<file path="src/rtl/flash_seq_pkg.sv">
// flash_seq_pkg: shared constants and types for the flash program/erase sequencer
// assumes: single 40 MHz bus clock, no register bus (plain control ports)
package flash_seq_pkg;

  // command codes
  localparam logic [7:0] CMD_BLANK  = 8'h05;
  localparam logic [7:0] CMD_BYTE   = 8'h20;
  localparam logic [7:0] CMD_BURST  = 8'h25;
  localparam logic [7:0] CMD_PAGE   = 8'h40;
  localparam logic [7:0] CMD_MASS   = 8'h41;

  // geometry
  localparam int ADDR_W    = 16;
  localparam int DIV_W     = 7;
  localparam int ROW_BITS  = 6;   // 64-byte row
  localparam int PAGE_BITS = 9;   // 512-byte page

  // operation lengths in flash timing clock periods
  localparam logic [15:0] CYC_BYTE  = 16'h0009;
  localparam logic [15:0] CYC_BURST = 16'h0004;
  localparam logic [15:0] CYC_PAGE  = 16'h0FA0;  // 4000
  localparam logic [15:0] CYC_MASS  = 16'h4E20;  // 20000
  localparam logic [15:0] CYC_BLANK = 16'h0009;  // blank check length (chosen)

  // reset values
  localparam logic [DIV_W-1:0] DIV_RST = 7'h00;

  // one latched command
  typedef struct packed {
    logic [ADDR_W-1:0] addr;
    logic [7:0]        data;
    logic [7:0]        code;
  } cmd_t;

  // sequencer states, gray along idle->run->gap path
  typedef enum logic [1:0] {
    ST_IDLE = 2'b00,
    ST_RUN  = 2'b01,
    ST_GAP  = 2'b11
  } state_t;

endpackage : flash_seq_pkg

</file>
<file path="src/rtl/flash_clk_div.sv">
// flash_clk_div: derives the flash timing clock as a one-cycle enable pulse
// assumes: divider value is stable once written; bus clock on i_clk
`timescale 1ns/1ps
`default_nettype none
module flash_clk_div (
  input  wire logic                          i_clk,
  input  wire logic                          i_rst,
  input  wire logic                          i_en,
  input  wire logic [flash_seq_pkg::DIV_W-1:0] i_div,
  output logic                               o_tick
);
  logic [flash_seq_pkg::DIV_W+2:0] cnt_r;
  logic [flash_seq_pkg::DIV_W+2:0] cnt_nxt;
  logic                            tick_nxt;

  // divide by 8*(div+1): at 40 MHz a div of 24..32 yields 150..200 kHz
  always_comb begin
    cnt_nxt  = cnt_r;
    tick_nxt = 1'b0;
    if (!i_en) begin
      cnt_nxt = '0;
    end else if (cnt_r == {i_div, 3'b111}) begin
      cnt_nxt  = '0;
      tick_nxt = 1'b1;
    end else begin
      cnt_nxt = cnt_r + 1'b1;
    end
  end

  always_ff @(posedge i_clk or posedge i_rst) begin
    if (i_rst) begin
      cnt_r  <= '0;
      o_tick <= 1'b0;
    end else begin
      cnt_r  <= cnt_nxt;
      o_tick <= tick_nxt;
    end
  end
endmodule : flash_clk_div
`default_nettype wire

</file>
<file path="src/rtl/flash_program_erase_sequencer.sv">
// flash_program_erase_sequencer: command intake, error checks and timing
// assumes: write strobes are one-cycle pulses from logic on I_CLK
//
// Functional notes
// - divider register takes only the first write after reset
// - divider writes ignored while the access error flag is set
// - timing clock rate comes from bus clock and divider value
// - program and erase pulses are timed in whole timing clock periods
// - byte program 9, page erase 4000, mass erase 20000 periods
// - burst byte takes 4 periods under burst conditions
// - sequence starts with an array write; address and data latched
// - page erase any address in page; mass erase/blank check any address
// - erase granule is a whole 512-byte page
// - second step writes command code; five codes valid
// - writing one to buffer empty flag launches the latched command
// - writing zero before launch aborts and sets access error
// - no new command starts while access error is set
// - command complete flag shows when the command has finished
// - pump stays on if next burst queued and same row
// - a row is 64 bytes; low six address bits zero start a row
// - first burst byte takes standard time, later ones burst time
// - new row in burst drops and restores high voltage, standard time
// - no queued burst at completion turns pump off
// - invalid command code sets access error
// - array write with buffer not empty sets access error
// - second command code write before launch sets access error
// - stop entry during program or erase aborts and sets access error
`timescale 1ns/1ps
`default_nettype none
module flash_program_erase_sequencer (
  input  wire logic                               I_CLK,
  input  wire logic                               I_RST,
  input  wire logic                               I_DIV_WR,
  input  wire logic [flash_seq_pkg::DIV_W-1:0]    I_DIV_DATA,
  input  wire logic                               I_ARRAY_WR,
  input  wire logic [flash_seq_pkg::ADDR_W-1:0]   I_ARRAY_ADDR,
  input  wire logic [7:0]                         I_ARRAY_DATA,
  input  wire logic                               I_CMD_WR,
  input  wire logic [7:0]                         I_CMD_DATA,
  input  wire logic                               I_STAT_WR,
  input  wire logic                               I_CBEF_WDATA,
  input  wire logic                               I_ACCERR_CLR,
  input  wire logic                               I_STOP,
  output logic [flash_seq_pkg::DIV_W-1:0]         O_DIV,
  output logic                                    O_DIV_DONE,
  output logic                                    O_ACCERR,
  output logic                                    O_CBEF,
  output logic                                    O_CCF,
  output logic                                    O_PUMP_EN,
  output logic                                    O_HV_EN,
  output logic [7:0]                              O_OP_CODE,
  output logic [flash_seq_pkg::ADDR_W-1:0]        O_OP_ADDR,
  output logic [7:0]                              O_OP_DATA
);
  // ----------------------------------------------------------------
  // helpers
  // ----------------------------------------------------------------
  function automatic logic code_ok(input logic [7:0] c);
    code_ok = (c == flash_seq_pkg::CMD_BLANK) || (c == flash_seq_pkg::CMD_BYTE) ||
              (c == flash_seq_pkg::CMD_BURST) || (c == flash_seq_pkg::CMD_PAGE) ||
              (c == flash_seq_pkg::CMD_MASS);
  endfunction : code_ok

  // same row: upper address bits match and next is not a row start
  function automatic logic same_row(input logic [flash_seq_pkg::ADDR_W-1:0] a,
                                    input logic [flash_seq_pkg::ADDR_W-1:0] b);
    same_row = (a[flash_seq_pkg::ADDR_W-1:flash_seq_pkg::ROW_BITS] ==
                b[flash_seq_pkg::ADDR_W-1:flash_seq_pkg::ROW_BITS]) &&
               (b[flash_seq_pkg::ROW_BITS-1:0] != '0);
  endfunction : same_row

  // ----------------------------------------------------------------
  // state
  // ----------------------------------------------------------------
  logic [flash_seq_pkg::DIV_W-1:0] div_r, div_nxt;
  logic                            divset_r, divset_nxt;
  logic                            accerr_r, accerr_nxt;
  logic                            cbef_r, cbef_nxt;
  logic                            ccf_r, ccf_nxt;
  logic                            have_addr_r, have_addr_nxt;
  logic                            have_cmd_r, have_cmd_nxt;
  flash_seq_pkg::cmd_t             buf_r, buf_nxt;     // command buffer
  logic                            queued_r, queued_nxt;
  flash_seq_pkg::cmd_t             op_r, op_nxt;       // executing command
  flash_seq_pkg::state_t           st_r, st_nxt;
  logic                            pump_r, pump_nxt;
  logic                            hv_r, hv_nxt;
  logic                            tick;
  logic                            tmr_busy;
  logic                            tmr_done;
  logic                            tmr_load;
  logic [15:0]                     tmr_count;
  logic                            tmr_abort;
  logic                            take_buf;
  logic                            burst_fast;

  // ----------------------------------------------------------------
  // timing clock and pulse timer
  // ----------------------------------------------------------------
  flash_clk_div u_div (
    .i_clk  (I_CLK),
    .i_rst  (I_RST),
    .i_en   (divset_r),
    .i_div  (div_r),
    .o_tick (tick)
  );

  flash_pulse_timer u_tmr (
    .i_clk   (I_CLK),
    .i_rst   (I_RST),
    .i_load  (tmr_load),
    .i_count (tmr_count),
    .i_abort (tmr_abort),
    .i_tick  (tick),
    .o_busy  (tmr_busy),
    .o_done  (tmr_done)
  );

  // ----------------------------------------------------------------
  // divider register and command intake
  // ----------------------------------------------------------------
  // one write only, refused while access error stands
  always_comb begin
    div_nxt    = div_r;
    divset_nxt = divset_r;
    if (I_DIV_WR && !divset_r && !accerr_r) begin
      div_nxt    = I_DIV_DATA;
      divset_nxt = 1'b1;
    end
  end

  // intake sequence, error flag, buffer empty flag
  always_comb begin
    logic err_set;
    logic launch;
    err_set       = 1'b0;
    launch        = 1'b0;
    accerr_nxt    = accerr_r;
    cbef_nxt      = cbef_r;
    have_addr_nxt = have_addr_r;
    have_cmd_nxt  = have_cmd_r;
    buf_nxt       = buf_r;
    queued_nxt    = queued_r;
    if (I_ARRAY_WR) begin
      if (!cbef_r || have_addr_r || !divset_r || accerr_r) begin
        err_set = 1'b1;
      end else begin
        buf_nxt.addr  = I_ARRAY_ADDR;
        buf_nxt.data  = I_ARRAY_DATA;
        have_addr_nxt = 1'b1;
      end
    end
    if (I_CMD_WR) begin
      if (!have_addr_r || have_cmd_r || !code_ok(I_CMD_DATA)) begin
        err_set = 1'b1;
      end else begin
        buf_nxt.code = I_CMD_DATA;
        have_cmd_nxt = 1'b1;
      end
    end
    if (I_STAT_WR && cbef_r && have_addr_r) begin
      if (!I_CBEF_WDATA) begin
        err_set = 1'b1;
      end else if (have_cmd_r && !accerr_r) begin
        launch = 1'b1;
      end
    end
    if (I_STOP && (st_r != flash_seq_pkg::ST_IDLE)) begin
      err_set = 1'b1;
    end
    if (err_set) begin
      have_addr_nxt = 1'b0;
      have_cmd_nxt  = 1'b0;
    end
    if (launch) begin
      cbef_nxt      = 1'b0;
      queued_nxt    = 1'b1;
      have_addr_nxt = 1'b0;
      have_cmd_nxt  = 1'b0;
    end else if (take_buf) begin
      cbef_nxt   = 1'b1;
      queued_nxt = 1'b0;
    end
    if (I_STOP && (st_r != flash_seq_pkg::ST_IDLE)) begin
      queued_nxt = 1'b0;
      cbef_nxt   = 1'b1;
    end
    // set wins over clear
    if (I_ACCERR_CLR) begin
      accerr_nxt = 1'b0;
    end
    if (err_set) begin
      accerr_nxt = 1'b1;
    end
  end

  // ----------------------------------------------------------------
  // execution
  // ----------------------------------------------------------------
  // next command chains as burst on the same row with pump kept on
  assign burst_fast = (op_r.code == flash_seq_pkg::CMD_BURST) &&
                      (buf_r.code == flash_seq_pkg::CMD_BURST) &&
                      same_row(op_r.addr, buf_r.addr);

  always_comb begin
    take_buf  = 1'b0;
    tmr_load  = 1'b0;
    tmr_count = flash_seq_pkg::CYC_BYTE;
    tmr_abort = 1'b0;
    st_nxt    = st_r;
    op_nxt    = op_r;
    pump_nxt  = pump_r;
    hv_nxt    = hv_r;
    ccf_nxt   = ccf_r;
    if (queued_r || (cbef_r == 1'b0)) begin
      ccf_nxt = 1'b0;
    end
    case (st_r)
      flash_seq_pkg::ST_IDLE: begin
        if (queued_r && !I_STOP) begin
          take_buf = 1'b1;
          op_nxt   = buf_r;
          tmr_load = 1'b1;
          pump_nxt = 1'b1;
          hv_nxt   = 1'b1;
          st_nxt   = flash_seq_pkg::ST_RUN;
          case (buf_r.code)
            flash_seq_pkg::CMD_PAGE:  tmr_count = flash_seq_pkg::CYC_PAGE;
            flash_seq_pkg::CMD_MASS:  tmr_count = flash_seq_pkg::CYC_MASS;
            flash_seq_pkg::CMD_BLANK: tmr_count = flash_seq_pkg::CYC_BLANK;
            default:                  tmr_count = flash_seq_pkg::CYC_BYTE;
          endcase
        end
      end
      flash_seq_pkg::ST_RUN: begin
        if (I_STOP) begin
          tmr_abort = 1'b1;
          pump_nxt  = 1'b0;
          hv_nxt    = 1'b0;
          st_nxt    = flash_seq_pkg::ST_IDLE;
        end else if (tmr_done) begin
          if (queued_r && burst_fast) begin
            take_buf  = 1'b1;
            op_nxt    = buf_r;
            tmr_load  = 1'b1;
            tmr_count = flash_seq_pkg::CYC_BURST;
          end else if (queued_r && (op_r.code == flash_seq_pkg::CMD_BURST) &&
                       (buf_r.code == flash_seq_pkg::CMD_BURST)) begin
            pump_nxt = 1'b0;
            hv_nxt   = 1'b0;
            st_nxt   = flash_seq_pkg::ST_GAP;
          end else begin
            pump_nxt = 1'b0;
            hv_nxt   = 1'b0;
            st_nxt   = flash_seq_pkg::ST_GAP;
          end
        end
      end
      flash_seq_pkg::ST_GAP: begin
        // one idle cycle with high voltage off
        st_nxt = flash_seq_pkg::ST_IDLE;
        if (!queued_r) begin
          ccf_nxt = 1'b1;
        end
      end
      default: begin
        st_nxt = flash_seq_pkg::ST_IDLE;
      end
    endcase
    if (st_r != flash_seq_pkg::ST_IDLE && I_STOP) begin
      ccf_nxt = 1'b1;
    end
  end

  // ----------------------------------------------------------------
  // registers
  // ----------------------------------------------------------------
  always_ff @(posedge I_CLK or posedge I_RST) begin
    if (I_RST) begin
      div_r       <= flash_seq_pkg::DIV_RST;
      divset_r    <= 1'b0;
      accerr_r    <= 1'b0;
      cbef_r      <= 1'b1;
      ccf_r       <= 1'b1;
      have_addr_r <= 1'b0;
      have_cmd_r  <= 1'b0;
      buf_r       <= '0;
      queued_r    <= 1'b0;
      op_r        <= '0;
      st_r        <= flash_seq_pkg::ST_IDLE;
      pump_r      <= 1'b0;
      hv_r        <= 1'b0;
    end else begin
      div_r       <= div_nxt;
      divset_r    <= divset_nxt;
      accerr_r    <= accerr_nxt;
      cbef_r      <= cbef_nxt;
      ccf_r       <= ccf_nxt;
      have_addr_r <= have_addr_nxt;
      have_cmd_r  <= have_cmd_nxt;
      buf_r       <= buf_nxt;
      queued_r    <= queued_nxt;
      op_r        <= op_nxt;
      st_r        <= st_nxt;
      pump_r      <= pump_nxt;
      hv_r        <= hv_nxt;
    end
  end

  // outputs straight from flops
  assign O_DIV      = div_r;
  assign O_DIV_DONE = divset_r;
  assign O_ACCERR   = accerr_r;
  assign O_CBEF     = cbef_r;
  assign O_CCF      = ccf_r;
  assign O_PUMP_EN  = pump_r;
  assign O_HV_EN    = hv_r;
  assign O_OP_CODE  = op_r.code;
  assign O_OP_ADDR  = op_r.addr;
  assign O_OP_DATA  = op_r.data;
endmodule : flash_program_erase_sequencer
`default_nettype wire

</file>
<file path="src/rtl/flash_pulse_timer.sv">
// flash_pulse_timer: counts flash timing clock ticks for one operation
// assumes: i_tick is a one-cycle enable from flash_clk_div
`timescale 1ns/1ps
`default_nettype none
module flash_pulse_timer (
  input  wire logic        i_clk,
  input  wire logic        i_rst,
  input  wire logic        i_load,
  input  wire logic [15:0] i_count,
  input  wire logic        i_abort,
  input  wire logic        i_tick,
  output logic             o_busy,
  output logic             o_done
);
  logic [15:0] rem_r;
  logic [15:0] rem_nxt;
  logic        busy_nxt;
  logic        done_nxt;

  // load, count down on ticks, pulse done at zero
  always_comb begin
    rem_nxt  = rem_r;
    busy_nxt = o_busy;
    done_nxt = 1'b0;
    if (i_abort) begin
      busy_nxt = 1'b0;
    end else if (i_load) begin
      rem_nxt  = i_count;
      busy_nxt = 1'b1;
    end else if (o_busy && i_tick) begin
      if (rem_r == 16'h0001) begin
        busy_nxt = 1'b0;
        done_nxt = 1'b1;
      end
      rem_nxt = rem_r - 16'h0001;
    end
  end

  always_ff @(posedge i_clk or posedge i_rst) begin
    if (i_rst) begin
      rem_r  <= '0;
      o_busy <= 1'b0;
      o_done <= 1'b0;
    end else begin
      rem_r  <= rem_nxt;
      o_busy <= busy_nxt;
      o_done <= done_nxt;
    end
  end
endmodule : flash_pulse_timer
`default_nettype wire

</file>
<file path="config.mk">
export PLATFORM = sky130hd
export DESIGN_NAME = flash_program_erase_sequencer
export DESIGN_NICKNAME = d
export VERILOG_FILES = /design/src/rtl/flash_seq_pkg.sv /design/src/rtl/flash_clk_div.sv /design/src/rtl/flash_program_erase_sequencer.sv /design/src/rtl/flash_pulse_timer.sv
export SDC_FILE = /design/constraint.sdc
export NUM_CORES = 1
export LEC_CHECK = 0
export BUFFER_PORTS_ARGS = -buffer_cell sky130_fd_sc_hd__buf_2
export CAP_MARGIN = 10
export CORE_MARGIN = 2
export CORE_UTILIZATION = 40
export DETAILED_ROUTE_END_ITERATION = 6
export PLACE_DENSITY = 0.66
export SLEW_MARGIN = 20
export SYNTH_ARGS = -nofsm -noshare
export SYNTH_HDL_FRONTEND = slang
export SYNTH_HIERARCHICAL = 1
export SYNTH_SLANG_ARGS = --single-unit
</file>
<file path="constraint.sdc">
create_clock -name I_CLK -period 5.7 [get_ports I_CLK]
set_clock_uncertainty 0.15 [all_clocks]
set_input_delay 1.14 -clock I_CLK [delete_from_list [all_inputs] [get_ports I_CLK]]
set_output_delay 1.14 -clock I_CLK [all_outputs]
set_load 0.01 [all_outputs]
</file>
# ---- Word level (Yosys, flattened, before mapping)
# Cells that the tools add are included.
dict set report totals {
  input_bits 48
  out_inout_bits 45
  regBits 110
  word_cells 169
}
dict set report classes {
  mux 72
  n_reduce_logical 48
  bitwise_logic 4
  eq_ne 22
  addsub 2
}
# operator n
set ops {}
lappend ops {{32-bit 2-to-1 mux} 4}
lappend ops {{32-bit case mux with 2 select lines} 1}
lappend ops {{15-bit case mux with 2 select lines} 2}
lappend ops {{1-bit 2-to-1 mux} 50}
lappend ops {{8-bit by 6-bit equality test with 1-bit output (second input constant)} 4}
lappend ops {{8-bit by 7-bit equality test with 1-bit output (second input constant)} 4}
lappend ops {{16-bit 2-to-1 mux} 2}
lappend ops {{10-bit equality test} 2}
lappend ops {{10-bit 2-to-1 mux} 2}
lappend ops {{16-bit by 1-bit equality test with 1-bit output (second input constant)} 1}
lappend ops {{16-bit by 1-bit subtractor with 16-bit output (second input constant)} 1}
lappend ops {{15-bit 2-to-1 mux} 1}
lappend ops {{3-bit nonzero test} 5}
lappend ops {{1-bit logical AND} 12}
lappend ops {{4-bit 2-to-1 mux} 3}
lappend ops {{2-bit AND reduction} 6}
lappend ops {{10-bit by 1-bit adder with 10-bit output (second input constant)} 1}
lappend ops {{1-bit logical OR} 10}
lappend ops {{8-bit by 3-bit equality test with 1-bit output (second input constant)} 1}
lappend ops {{2-bit 2-to-1 mux} 4}
lappend ops {{2-bit nonzero test} 4}
lappend ops {{1-bit zero test} 6}
lappend ops {{2-bit inequality test (second input constant)} 3}
lappend ops {{3-bit by 1-bit inequality test with 1-bit output (second input constant)} 2}
lappend ops {{other kinds (13)} 17}

# ---- Depth between registers and ports, before layout
# Gate-level depths: netlist of run 1.
dict set report logic_depth {
  depth_word 14
  depth_mapped 14
  ltp_nobuf 10
}

# ---- Modules after synthesis
# The synthesis of run 1 kept the hierarchy.
# mod area_each_um2 n_inst cells_each seq_area_each_um2
set by_module_without_submodules {}
lappend by_module_without_submodules {flash_program_erase_sequencer 3514.6 1 252 2029.4}
lappend by_module_without_submodules {flash_pulse_timer 1159.9 1 137 450.4}
lappend by_module_without_submodules {flash_clk_div 634.4 1 59 275.3}

# ---- Least setup slack after synthesis of run 1
# OpenSTA, ideal clock, no wires.
dict set report synth_path {
  path_kind {input to register}
  start {input port I_STOP}
  end {register u_tmr.rem_r[7]}
  path_buffers 3
  cell_stages 11
  path_slack_ns 2.453
  arrival_time_ns 2.970
  t_required_ns 5.423
  setup_time_ns 0.127
  cell_sequence {nor2_1 nand2_1 nor2_2 a21oi_4 buf_6 inv_1 clkbuf_1 clkbuf_1 nor2_1 a22oi_1 o2bb2ai_1}
}
dict set report synth_between {
  elab_chain_cells 6
  elab_cells_between_ends 13
  classes_between {mux (8); bitwise (1); reduce/logical (4)}
}
# element line_no
set synth_lines {}
lappend synth_lines {{from (decl)} flash_program_erase_sequencer.sv:43} ;# input wire logic I_STOP,
lappend synth_lines {{1-bit zero test} flash_program_erase_sequencer.sv:220} ;# if (queued_r && !I_STOP) begin
lappend synth_lines {{1-bit logical AND} flash_program_erase_sequencer.sv:220}
lappend synth_lines {{1-bit 2-to-1 mux} n/a}
lappend synth_lines {{1-bit case mux with 2 select lines *} n/a}
lappend synth_lines {{net take_buf} flash_program_erase_sequencer.sv:94} ;# logic take_buf;
lappend synth_lines {{2-bit nonzero test (no line)} n/a}
lappend synth_lines {{2-bit AND reduction (no line)} n/a}
lappend synth_lines {{to (signal assigned)} flash_pulse_timer.sv:45} ;# rem_r <= rem_nxt;
lappend synth_lines {{to (decl)} flash_pulse_timer.sv:15} ;# logic [15:0] rem_r;
# Mark *: on every way through the listed nets, which the timed path passes. The rest lies on a longest branch.
# A chain may end at the register's enable or synchronous reset.

# ---- Worst setup path after layout of run 1
dict set report layout_path {
  start {register buf_r[18] (netlist name)}
  end {register u_tmr.rem_r[11]}
}
dict set report layout_between {
  elab_chain_cells 10
  elab_cells_between_ends 11
  classes_between {mux (5); reduce/logical (6)}
}
# element line_no
set layout_lines {}
lappend layout_lines {{from (decl)} flash_program_erase_sequencer.sv:82} ;# flash_seq_pkg::cmd_t buf_r, buf_nxt;
lappend layout_lines {{from (signal assigned)} flash_program_erase_sequencer.sv:301} ;# buf_r <= buf_nxt;
lappend layout_lines {{6-bit nonzero test *} flash_program_erase_sequencer.sv:69} ;# (b[flash_seq_pkg::ROW_BITS-1:0] != '0);
lappend layout_lines {{1-bit logical AND *} flash_program_erase_sequencer.sv:68} ;# b[flash_seq_pkg::ADDR_W-1:flash_seq_pkg::ROW_BITS]) &&
lappend layout_lines {{1-bit logical AND *} flash_program_erase_sequencer.sv:202} ;# (buf_r.code == flash_seq_pkg::CMD_BURST) &&
lappend layout_lines {{1-bit logical AND *} flash_program_erase_sequencer.sv:242} ;# if (queued_r && burst_fast) begin
lappend layout_lines {{1-bit 2-to-1 mux * (3 in a row)} n/a}
lappend layout_lines {{1-bit case mux with 2 select lines *} n/a}
lappend layout_lines {{net take_buf} flash_program_erase_sequencer.sv:94}
lappend layout_lines {{2-bit nonzero test (no line)} n/a}
lappend layout_lines {{2-bit AND reduction (no line)} n/a}
# Marks and branches as above.

==> impl_metrics.toml, run 1 <==
[sta]
finalCriticalPeriod_ns = 4.58
final_max_slew_viol_count = 0
final_min_period_over_clock_period = 0.803
fin_tns_setup_ns = 0
timing.fmax_mhz = 218
tightest_slew_ns = 1.06
unrepaired_setup_endpoints_after_global_routing = "false"
worst_hold_slack_ns = 0.341
relSlewSlack = 0.289
setup_ws_post_layout_ns = 1.12
setup-violations-final = 0
final_hold_viol_count = 0

[finish]
drive_above_1_share = 0.366
num_antenna_cells = 0
instances_no_fill = 725
final_net_count = 595
area_growth_syn_to_layout_pct = 18.3

[setup_path]
cp_slowest_cell = "sky130_fd_sc_hd__o21ai_1"
setup.worst_path.end = "u_tmr/rem_r[11]$_DFFE_PP0P_"
rr_startpoint = "buf_r[18]$_DFFE_PP0P_"
r2r_end = "u_tmr/rem_r[11]$_DFFE_PP0P_"
end_kind = "register"
cp-start-kind = "register"
path_max_fanout = 32
path_delay_family = "compound AO/OA/AOI/OAI gates"
timing.setup.critical_path_class = "reg -> reg"
worst_ep_arrival_time_ns = 4.66
setup.reg_to_reg.worst_slack_ns = 1.12
worst_path_largest_cell_delay_ns = 1.00
critical_path.most_common_cell = "sky130_fd_sc_hd__nor3_1"
crit_path_cell_trace = "or4_1 > nor3_1 > nor3_1 > a21oi_4 > inv_1 > o21ai_1 > a21oi_1 > o22a_1"
reg2reg_depth = 8
critical_path.startpoint = "buf_r[18]$_DFFE_PP0P_"
worst_ep_required_time_ns = 5.78
critical_path.n_buffers_inverters = 1
stages_on_the_worst_setup_path = 8

[routing]
drt_iter0_drc = 186
route.met2.wl_um = 5340
detailedRoute.firstPassIterationCount = 4
detailroute.via_count = 3816
met3WireLength_um = 661
top_routing_layer_used = "met4"
route.detailed.wl_per_inst_um = 15.7
wl_met1_um = 5150
drt-total-wl_um = 11400
routed_via_density = 5.26
drcViolationCount = 0
final_antenna_net_count = 0

[yosys]
yosys.area_share.xor_xnor = 0.0313
yosys-mux-area-fraction = 0.159
synth_warnings = 6
ys_dominant_reg_cell = "sky130_fd_sc_hd__dfrtp_1"
synth_area_per_cell_um2 = 11.9
mappedNetlistArea_mm2 = 0.00531
post_synth_and_or_nand_nor_area_fraction = 0.153
number_of_enable_flip_flop_cells_after_synthesis = 0
syn-instance-count = 448
synth_adder_area_share = 0.00707
post_synth_arst_share = 1.00
synth.lib_cells_used.distinct = 71
ys_seq_area_frac = 0.519
compound_gate_fraction_of_synth_area = 0.102
postSynthRegisterBits = 110
synth_top_family_by_area = "multiplexers"

[place]
post-place-cells = 709
post_placement_setup_slack_ns = 0.839
numPortBuffers = 92
detailedPlacementHpwl_um = 8280
globalplace.congestion = 0.830

[power_and_ir_drop]
pwr_density_cell_mw_per_mm2 = 298
p_leak_uw = 0.00302
worst_case_vdd_ir_drop_mv = 0.172

[floorplan]
floorplan.die_area_mm2 = 0.0142
coreArea_mm2 = 0.0131
floorplan.rows = 42
io_pins = 93
initial_standard_cell_utilization_of_the_core = 0.406
fp.dieW_um = 119
chipHeight_um = 119

[clocking]
number_of_setup_buffers_added_after_cts = 0
post_cts_resized = 0
clk-insertion-delay-late_ns = 0.34
sink_count = 110
cts_buffer_depth = 2
clock_tree_from_tritoncts = "done"
htree_depth = 3
cts_made_buffers = 9
hold_buffers = 0
clk_pin_slew_worst_paths_ns = 0.07
cts_root_buf = "sky130_fd_sc_hd__clkbuf_16"

[grt]
grt_start_max_net_pins = 63
global_route_wire_length_before_repair_um = 19000
grt.total_usage = 0.166
initial_antenna_violation_count = 0
first_global_vias = 3868
grt_overflow = 0

[status]
outcome = "finished clean"

[min_path]
worst_hold_path_type = "reg -> reg"

[flow_run]
timing.max_cap.violations = 0
==> flip-flops by register name, summed over array words and instances, names as in the netlist, 2 cells and up <==
signal,count
O_DIV,7
O_OP_ADDR,16
O_OP_CODE,8
O_OP_DATA,8
buf_r,32
st_r,2
u_div/cnt_r,10
u_tmr/rem_r,16
==> area by class of cell <==
type | count | area, um^2
sequential | 110 | 2760
clock buffer | 11 | 243
fill | 1206 | 6800
multi-input combinational | 309 | 2420
inverter | 18 | 68.8
timing repair buffer | 96 | 490
clock inverter | 5 | 82.6
tap | 176 | 220
==> cell usage in the layout (no fill, tap or decap), types with 4 or more instances in the layout <==
master / instances
sky130_fd_sc_hd__dfrtp_1: 108
sky130_fd_sc_hd__nor4_1: 4
sky130_fd_sc_hd__buf_2: 92
sky130_fd_sc_hd__nand2_1: 18
sky130_fd_sc_hd__mux2_4: 18
sky130_fd_sc_hd__mux2_2: 50
sky130_fd_sc_hd__a211oi_1: 5
sky130_fd_sc_hd__xor2_1: 10
sky130_fd_sc_hd__o21ai_0: 21
sky130_fd_sc_hd__a21oi_1: 14
sky130_fd_sc_hd__conb_1: 6
sky130_fd_sc_hd__xnor2_1: 9
sky130_fd_sc_hd__a22oi_1: 4
sky130_fd_sc_hd__nor3_1: 12
sky130_fd_sc_hd__nand4_1: 8
sky130_fd_sc_hd__o22ai_1: 4
sky130_fd_sc_hd__nor2b_1: 8
sky130_fd_sc_hd__inv_1: 16
sky130_fd_sc_hd__nand3_1: 15
sky130_fd_sc_hd__clkbuf_16: 9
sky130_fd_sc_hd__nor2_1: 25
sky130_fd_sc_hd__buf_4: 4
==> how the worst min path moves through the flow <==
stage / from / to / slack [ns] / cells past startpoint
3_5_place_dp: u_div/cnt_r[0]$_DFF_PP0_ / u_div/cnt_r[0]$_DFF_PP0_ / 0.33 / 1
6_report: u_div/cnt_r[0]$_DFF_PP0_ / u_div/cnt_r[0]$_DFF_PP0_ / 0.34 / 1
5_1_grt: u_div/cnt_r[0]$_DFF_PP0_ / u_div/cnt_r[0]$_DFF_PP0_ / 0.35 / 1
4_1_cts: u_div/cnt_r[0]$_DFF_PP0_ / u_div/cnt_r[0]$_DFF_PP0_ / 0.34 / 1
3_3_place_gp: u_div/cnt_r[0]$_DFF_PP0_ / u_div/cnt_r[0]$_DFF_PP0_ / 0.32 / 1
2_1_floorplan: u_div/cnt_r[0]$_DFF_PP0_ / u_div/cnt_r[0]$_DFF_PP0_ / 0.30 / 1
==> cell usage after synthesis, types with 3 or more instances <==
library cell	instances	area, um^2
sky130_fd_sc_hd__a211oi_1	5	37.5
sky130_fd_sc_hd__dfrtp_1	108	2700
sky130_fd_sc_hd__a22oi_1	4	30.0
sky130_fd_sc_hd__o21a_1	3	22.5
sky130_fd_sc_hd__nand3_1	15	75.1
sky130_fd_sc_hd__nand2b_1	3	18.8
sky130_fd_sc_hd__xor2_1	10	87.6
sky130_fd_sc_hd__mux2_4	18	270
sky130_fd_sc_hd__or3_1	3	18.8
sky130_fd_sc_hd__nor3b_1	3	22.5
sky130_fd_sc_hd__mux2_2	50	563
sky130_fd_sc_hd__nand4_1	8	50.1
sky130_fd_sc_hd__nor2b_1	8	50.1
sky130_fd_sc_hd__xnor2_1	9	78.8
sky130_fd_sc_hd__nor2_1	25	93.8
sky130_fd_sc_hd__a221oi_1	3	26.3
sky130_fd_sc_hd__nand2_1	18	67.6
sky130_fd_sc_hd__nor3_1	12	60.1
sky130_fd_sc_hd__o21ai_0	21	105
sky130_fd_sc_hd__inv_1	17	63.8
sky130_fd_sc_hd__o22ai_1	4	25.0
sky130_fd_sc_hd__buf_2	3	15.0
sky130_fd_sc_hd__nor4_1	4	25.0
sky130_fd_sc_hd__and3_1	3	18.8
sky130_fd_sc_hd__and2_1	3	18.8
sky130_fd_sc_hd__nand4b_1	3	26.3
sky130_fd_sc_hd__clkbuf_1	9	33.8
sky130_fd_sc_hd__a21oi_1	14	70.1
sky130_fd_sc_hd__ha_1	3	37.5
==> cell families (layout without fill, tap and decap cells) <==
logic type | after synthesis | count (layout)
other cells | 1 | 6
xor+xnor | 19 | 19
compound gates | 78 | 78
flops | 110 | 110
simple gates | 134 | 134
mux | 69 | 69
fa+ha+maj | 3 | 3
buf+inv | 34 | 130
==> routing by layer <==
metal / vias to the layer above / track usage
met4: 0 / 0.0707
met3: 13 / 0.0321
met2: 106 / 0.264
met1: 1875 / 0.224
met5: - / 0
li1: 1822 / -
==> stage by stage <==
| step | util | total power (uW) | cell area (um^2) |
|---|---|---|---|
| floorplan | - | 1120 | 5330 |
| global placement | 0.455 | 1200 | 5960 |
| detailed placement | 0.455 | 1210 | 5960 |
| CTS | 0.480 | 1890 | 6280 |
| global route | 0.480 | 1960 | 6280 |
| finish | 0.480 | 1870 | 6280 |
==> power breakdown <==
part,leakage [uW],total [uW],internal [uW],switching (uW)
clock network,0.000160,679,398,281
registers,0.00145,944,868,76.2
logic,0.00141,249,132,117
total,0.00302,1870,1400,474
No activity file was read; power rests on OpenSTA's default activity.
==> run 2: changes to the inputs <==
Clock period 5.7 ns to 4.6 ns, I/O delays scaled along.
==> run 2 against run 1 <==
Net effect: routed wire length increased by 3.2%; sequential power rose by 24%; die area unchanged; design area fell by 0.42%; combinational power grew 24%; critical path depth is 1 higher; setup slack lost 0.56 ns; critical endpoint is now u_tmr/rem_r[14]$_DFFE_PP0P_.
==> impl_metrics.toml, run 2 (synthesized netlist as in run 1, its figures left out) <==
[routing]
detailroute.via_count = 3819
route.detailed.wl_per_inst_um = 16.2
final_antenna_net_count = 0
detailedRoute.firstPassIterationCount = 4
drt-total-wl_um = 11700
drcViolationCount = 0
routed_via_density = 5.27
drt_iter0_drc = 221

[finish]
utilization = 0.478
final_cell_area_mm2 = 0.00626
final_net_count = 596
drive_above_1_share = 0.372
fillCellCount = 1218
area_growth_syn_to_layout_pct = 17.8
flip_flop_count_of_the_largest_register_all_copies_and_words_added = 32
num_antenna_cells = 0
layout_common_cells = "108 x sky130_fd_sc_hd__dfrtp_1, 92 x sky130_fd_sc_hd__buf_2, 50 x sky130_fd_sc_hd__mux2_2, 25 x sky130_fd_sc_hd__nor2_1, 21 x sky130_fd_sc_hd__o21ai_0"
largest_register = "buf_r"
mostFrequentLayoutCell = "sky130_fd_sc_hd__dfrtp_1"

[grt]
grt_busiest_layer = "met2"
grt_start_max_net_pins = 57
grt_overflow = 0
globalRouteMet3Util = 0.0570
first_global_vias = 3924
met1_usage = 0.223
groute.layer.met2.usage = 0.286
initial_antenna_violation_count = 0
global_route_wire_length_before_repair_um = 19700
grt.total_usage = 0.174

[clocking]
cts_buffer_depth = 2
clk_pin_slew_worst_paths_ns = 0.07
sink_count = 110
cts_root_buf = "sky130_fd_sc_hd__clkbuf_16"
clk-insertion-delay-late_ns = 0.35
clock_tree_from_tritoncts = "done"
hold_buffers = 0
cts_made_buffers = 9
htree_depth = 3

[setup_path]
cp-start-kind = "register"
timing.setup.critical_path_class = "reg -> reg"
worst_path_largest_cell_delay_ns = 0.87
worst_ep_arrival_time_ns = 4.10
path_delay_family = "compound AO/OA/AOI/OAI gates"
path_max_fanout = 26
critical_path.n_buffers_inverters = 2
end_kind = "register"
crit_path_cell_trace = "or4_1 > nor3_1 > nor3_1 > a21oi_4 > inv_1 > inv_1 > nand2_1 > o32ai_1 > a21oi_1"
cp_slowest_cell = "sky130_fd_sc_hd__a21oi_4"
worst_ep_required_time_ns = 4.67

[sta]
final_max_slew_viol_count = 0
tightest_slew_ns = 1.09
fin_tns_setup_ns = 0
timing.fmax_mhz = 248
final_min_period_over_clock_period = 0.878
final_hold_viol_count = 0
relSlewSlack = 0.274
finalCriticalPeriod_ns = 4.04
setup-violations-final = 0
unrepaired_setup_endpoints_after_global_routing = "false"
worst_hold_slack_ns = 0.338

[power_and_ir_drop]
power.share.switching = 0.267
power_report.internal_total_uw = 1640
p_comb_frac = 0.138
pwr_density_cell_mw_per_mm2 = 357
switchingPower_uw = 595
worst_case_vdd_ir_drop_mv = 0.339
seq_pwr_share = 0.525
p_leak_uw = 0.00301
p_clk_frac = 0.337

[floorplan]
chipHeight_um = 119
io_pins = 93
fp.dieW_um = 119
coreArea_mm2 = 0.0131
initial_standard_cell_utilization_of_the_core = 0.406
floorplan.die_area_mm2 = 0.0142
floorplan.rows = 42

[min_path]
worst_hold_path_type = "reg -> reg"

[place]
globalplace.congestion = 0.820
numPortBuffers = 92
placement.cell_area_mm2 = 0.00596
detailedPlacementHpwl_um = 8410

[flow_run]
timing.max_cap.violations = 0

[status]
outcome = "finished clean"
run 2: through the flow:
step	setup slack (ns)	std cells	power, uW
2_1_floorplan	1.45	453	1390
3_3_place_gp	0.371	710	1480
3_5_place_dp	0.194	710	1500
4_1_cts	0.243	725	2260
5_1_grt	0.0749	725	2350
6_report	0.562	725	2230
run 2: final timing paths:
kind	end	slack, ns	cells past startpoint	from
max in group asynchronous	O_OP_ADDR[9]$_DFFE_PP0P_	2.94	3	I_RST
min in group asynchronous	u_div/cnt_r[5]$_DFF_PP0_	0.44	2	I_RST
worst max register to register	u_tmr/rem_r[14]$_DFFE_PP0P_	0.56	9	buf_r[18]$_DFFE_PP0P_
worst min register to register	u_div/cnt_r[0]$_DFF_PP0_	0.34	1	u_div/cnt_r[0]$_DFF_PP0_
worst max-delay path	u_tmr/rem_r[14]$_DFFE_PP0P_	0.56	9	buf_r[18]$_DFFE_PP0P_
worst min-delay path	u_div/cnt_r[0]$_DFF_PP0_	0.34	1	u_div/cnt_r[0]$_DFF_PP0_
run 2: area by class of cell:
class	instances	area (um^2)	area share
Sequential cell	110	2760	0.440
Multi-Input combinational cell	309	2430	0.388
Timing Repair Buffer	97	498	0.0796
Clock buffer	11	253	0.0404
Tap cell	176	220	0.0352
Inverter	18	70.1	0.0112
Clock inverter	4	31.3	0.00500
run 2: layer usage:
| metal | vias to the layer above | share of wire | routed length, um |
|---|---|---|---|
| met3 | 9 | 0.062 | 726 |
| met1 | 1901 | 0.45 | 5240 |
| li1 | 1824 | - | - |
| met5 | - | 0 | 0 |
| met2 | 85 | 0.48 | 5620 |
| met4 | 0 | 0.012 | 138 |
run 2: what timing repair did:
action,CTS,global route
setup endpoints to repair,0,9
setup buffers,0,0
gates resized for setup,0,1
run 2: power by group through the flow:
| stage | Sequential (uW) | Clock [uW] | Combinational, uW |
|---|---|---|---|
| floorplan | 1180 | 0 | 209 |
| global placement | 1180 | 0 | 300 |
| detailed placement | 1190 | 0 | 313 |
| CTS | 1170 | 774 | 313 |
| global route | 1190 | 815 | 343 |
| finish | 1170 | 751 | 309 |
==> run 3: changes to the inputs <==
Clock period 4.6 ns to 4.85 ns, I/O delays scaled along.
==> run 3 against run 2 <==
Net effect: clock power rose by 3%; sequential share of layout area decreased by 0.38 points; sequential power down 5%; critical path type unchanged; flip-flop and latch count is the same; maximum frequency rose by 4.6%; die area is the same; design area up 0.86%; largest power group unchanged.
==> impl_metrics.toml, run 3 (synthesized netlist as in run 1, its figures left out) <==
[status]
outcome = "finished clean"

[clocking]
hold_buffers = 0
cts_buffer_depth = 2
clk-insertion-delay-late_ns = 0.36
post_cts_resized = 0
htree_depth = 3
clock_tree_from_tritoncts = "done"
sink_count = 110
cts_made_buffers = 9
number_of_setup_buffers_added_after_cts = 0
cts_root_buf = "sky130_fd_sc_hd__clkbuf_16"
clk_pin_slew_worst_paths_ns = 0.08

[grt]
initial_antenna_violation_count = 0
first_global_vias = 3953
grt_overflow = 0
global_route_wire_length_before_repair_um = 19600
grt_start_max_net_pins = 58
grt.total_usage = 0.174

[setup_path]
timing.setup.critical_path_class = "reg -> reg"
cp-start-kind = "register"
path_max_fanout = 19
end_kind = "register"
worst_ep_required_time_ns = 4.97
setup.reg_to_reg.worst_slack_ns = 0.99
worst_ep_arrival_time_ns = 3.98

[sta]
fin_tns_setup_ns = 0
setup_ws_post_layout_ns = 0.989
final_hold_viol_count = 0
final_min_period_over_clock_period = 0.796
finalCriticalPeriod_ns = 3.86
relSlewSlack = 0.315
final_max_slew_viol_count = 0
timing.fmax_mhz = 259
tightest_slew_ns = 1.02
setup-violations-final = 0
unrepaired_setup_endpoints_after_global_routing = "false"

[floorplan]
floorplan.rows = 42
initial_standard_cell_utilization_of_the_core = 0.406
io_pins = 93
floorplan.die_area_mm2 = 0.0142
fp.dieW_um = 119
coreArea_mm2 = 0.0131
chipHeight_um = 119

[finish]
drive_above_1_share = 0.372
largest_register = "buf_r"
mostFrequentLayoutCell = "sky130_fd_sc_hd__dfrtp_1"
flip_flop_count_of_the_largest_register_all_copies_and_words_added = 32
instances_no_fill = 727
final_net_count = 597
layout_common_cells = "108 x sky130_fd_sc_hd__dfrtp_1, 92 x sky130_fd_sc_hd__buf_2, 50 x sky130_fd_sc_hd__mux2_2, 25 x sky130_fd_sc_hd__nor2_1, 21 x sky130_fd_sc_hd__o21ai_0"
fillCellCount = 1188
multi_input_comb_area_mm2 = 0.00243
area_growth_syn_to_layout_pct = 18.9
regArea_mm2 = 0.00276
num_antenna_cells = 0

[routing]
detailedRoute.firstPassIterationCount = 4
drcViolationCount = 0
drt-total-wl_um = 11800
routed_via_density = 5.26
detailroute.via_count = 3822
final_antenna_net_count = 0
route.detailed.wl_per_inst_um = 16.3
drt_iter0_drc = 172

[place]
post_placement_setup_slack_ns = 0.371
post-place-cells = 710
globalplace.congestion = 0.814
numPortBuffers = 92
detailedPlacementHpwl_um = 8400

[power_and_ir_drop]
pwr_density_cell_mw_per_mm2 = 346
worst_case_vdd_ir_drop_mv = 0.280
total_chip_power_uw = 2190
p_leak_uw = 0.00304

[min_path]
worst_hold_path_type = "reg -> reg"

[flow_run]
timing.max_cap.violations = 0
-- run 3: per-layer routing --
metal,GRT usage,up-vias,share of wire
met5,0,-,0
met4,0.0402,0,0.0086
met3,0.0589,5,0.054
met2,0.286,85,0.48
met1,0.222,1902,0.46
li1,-,1830,-
-- run 3: path summary, 6_finish.rpt --
kind                                          start                         end  cells after the start
setup / recovery              buf_r[18]$_DFFE_PP0P_  u_tmr/rem_r[4]$_DFFE_PP0P_                      8
hold / removal             u_div/cnt_r[0]$_DFF_PP0_    u_div/cnt_r[0]$_DFF_PP0_                      1
setup reg to reg              buf_r[18]$_DFFE_PP0P_  u_tmr/rem_r[4]$_DFFE_PP0P_                      8
hold reg to reg            u_div/cnt_r[0]$_DFF_PP0_    u_div/cnt_r[0]$_DFF_PP0_                      1
max in group asynchronous                     I_RST       buf_r[15]$_DFFE_PP0P_                      3
min in group asynchronous                     I_RST    u_div/cnt_r[5]$_DFF_PP0_                      2
-- run 3: area by class of cell --
| cell class | count | area share |
|---|---|---|
| clock inverter | 7 | 0.0127 |
| inverter | 18 | 0.0111 |
| tap | 176 | 0.0349 |
| clock buffer | 9 | 0.0357 |
| sequential | 110 | 0.437 |
| timing repair buffer | 98 | 0.0833 |
| multi-input combinational | 309 | 0.386 |
-- run 3: critical path, cell delays in order (launching register included) --
cell and delay [ns]:
sky130_fd_sc_hd__dfrtp_1 0.39, sky130_fd_sc_hd__or4_1 0.53, sky130_fd_sc_hd__nor3_1 0.28, sky130_fd_sc_hd__nor3_1 0.13
sky130_fd_sc_hd__a21oi_4 0.58, sky130_fd_sc_hd__inv_1 0.43, sky130_fd_sc_hd__o21ai_1 0.91, sky130_fd_sc_hd__o21ai_0 0.23
sky130_fd_sc_hd__o21ai_0 0.13
-- run 3: stage by stage --
step	cell area [um^2]	utilization	hold slack [ns]
5_1_grt	6310	0.482	0.372
6_report	6310	0.482	0.340
3_3_place_gp	5960	0.456	0.318
3_5_place_dp	5960	0.456	0.338
2_1_floorplan	5330	-	0.304
4_1_cts	6270	0.479	0.348
-- run 3: power breakdown --
| group | leakage (uW) | switching, uW | internal (uW) | total (uW) |
|---|---|---|---|---|
| combinational | 0.00143 | 144 | 157 | 301 |
| sequential | 0.00145 | 92.8 | 1020 | 1110 |
| clock | 0.000154 | 361 | 410 | 771 |
| total | 0.00304 | 598 | 1590 | 2190 |
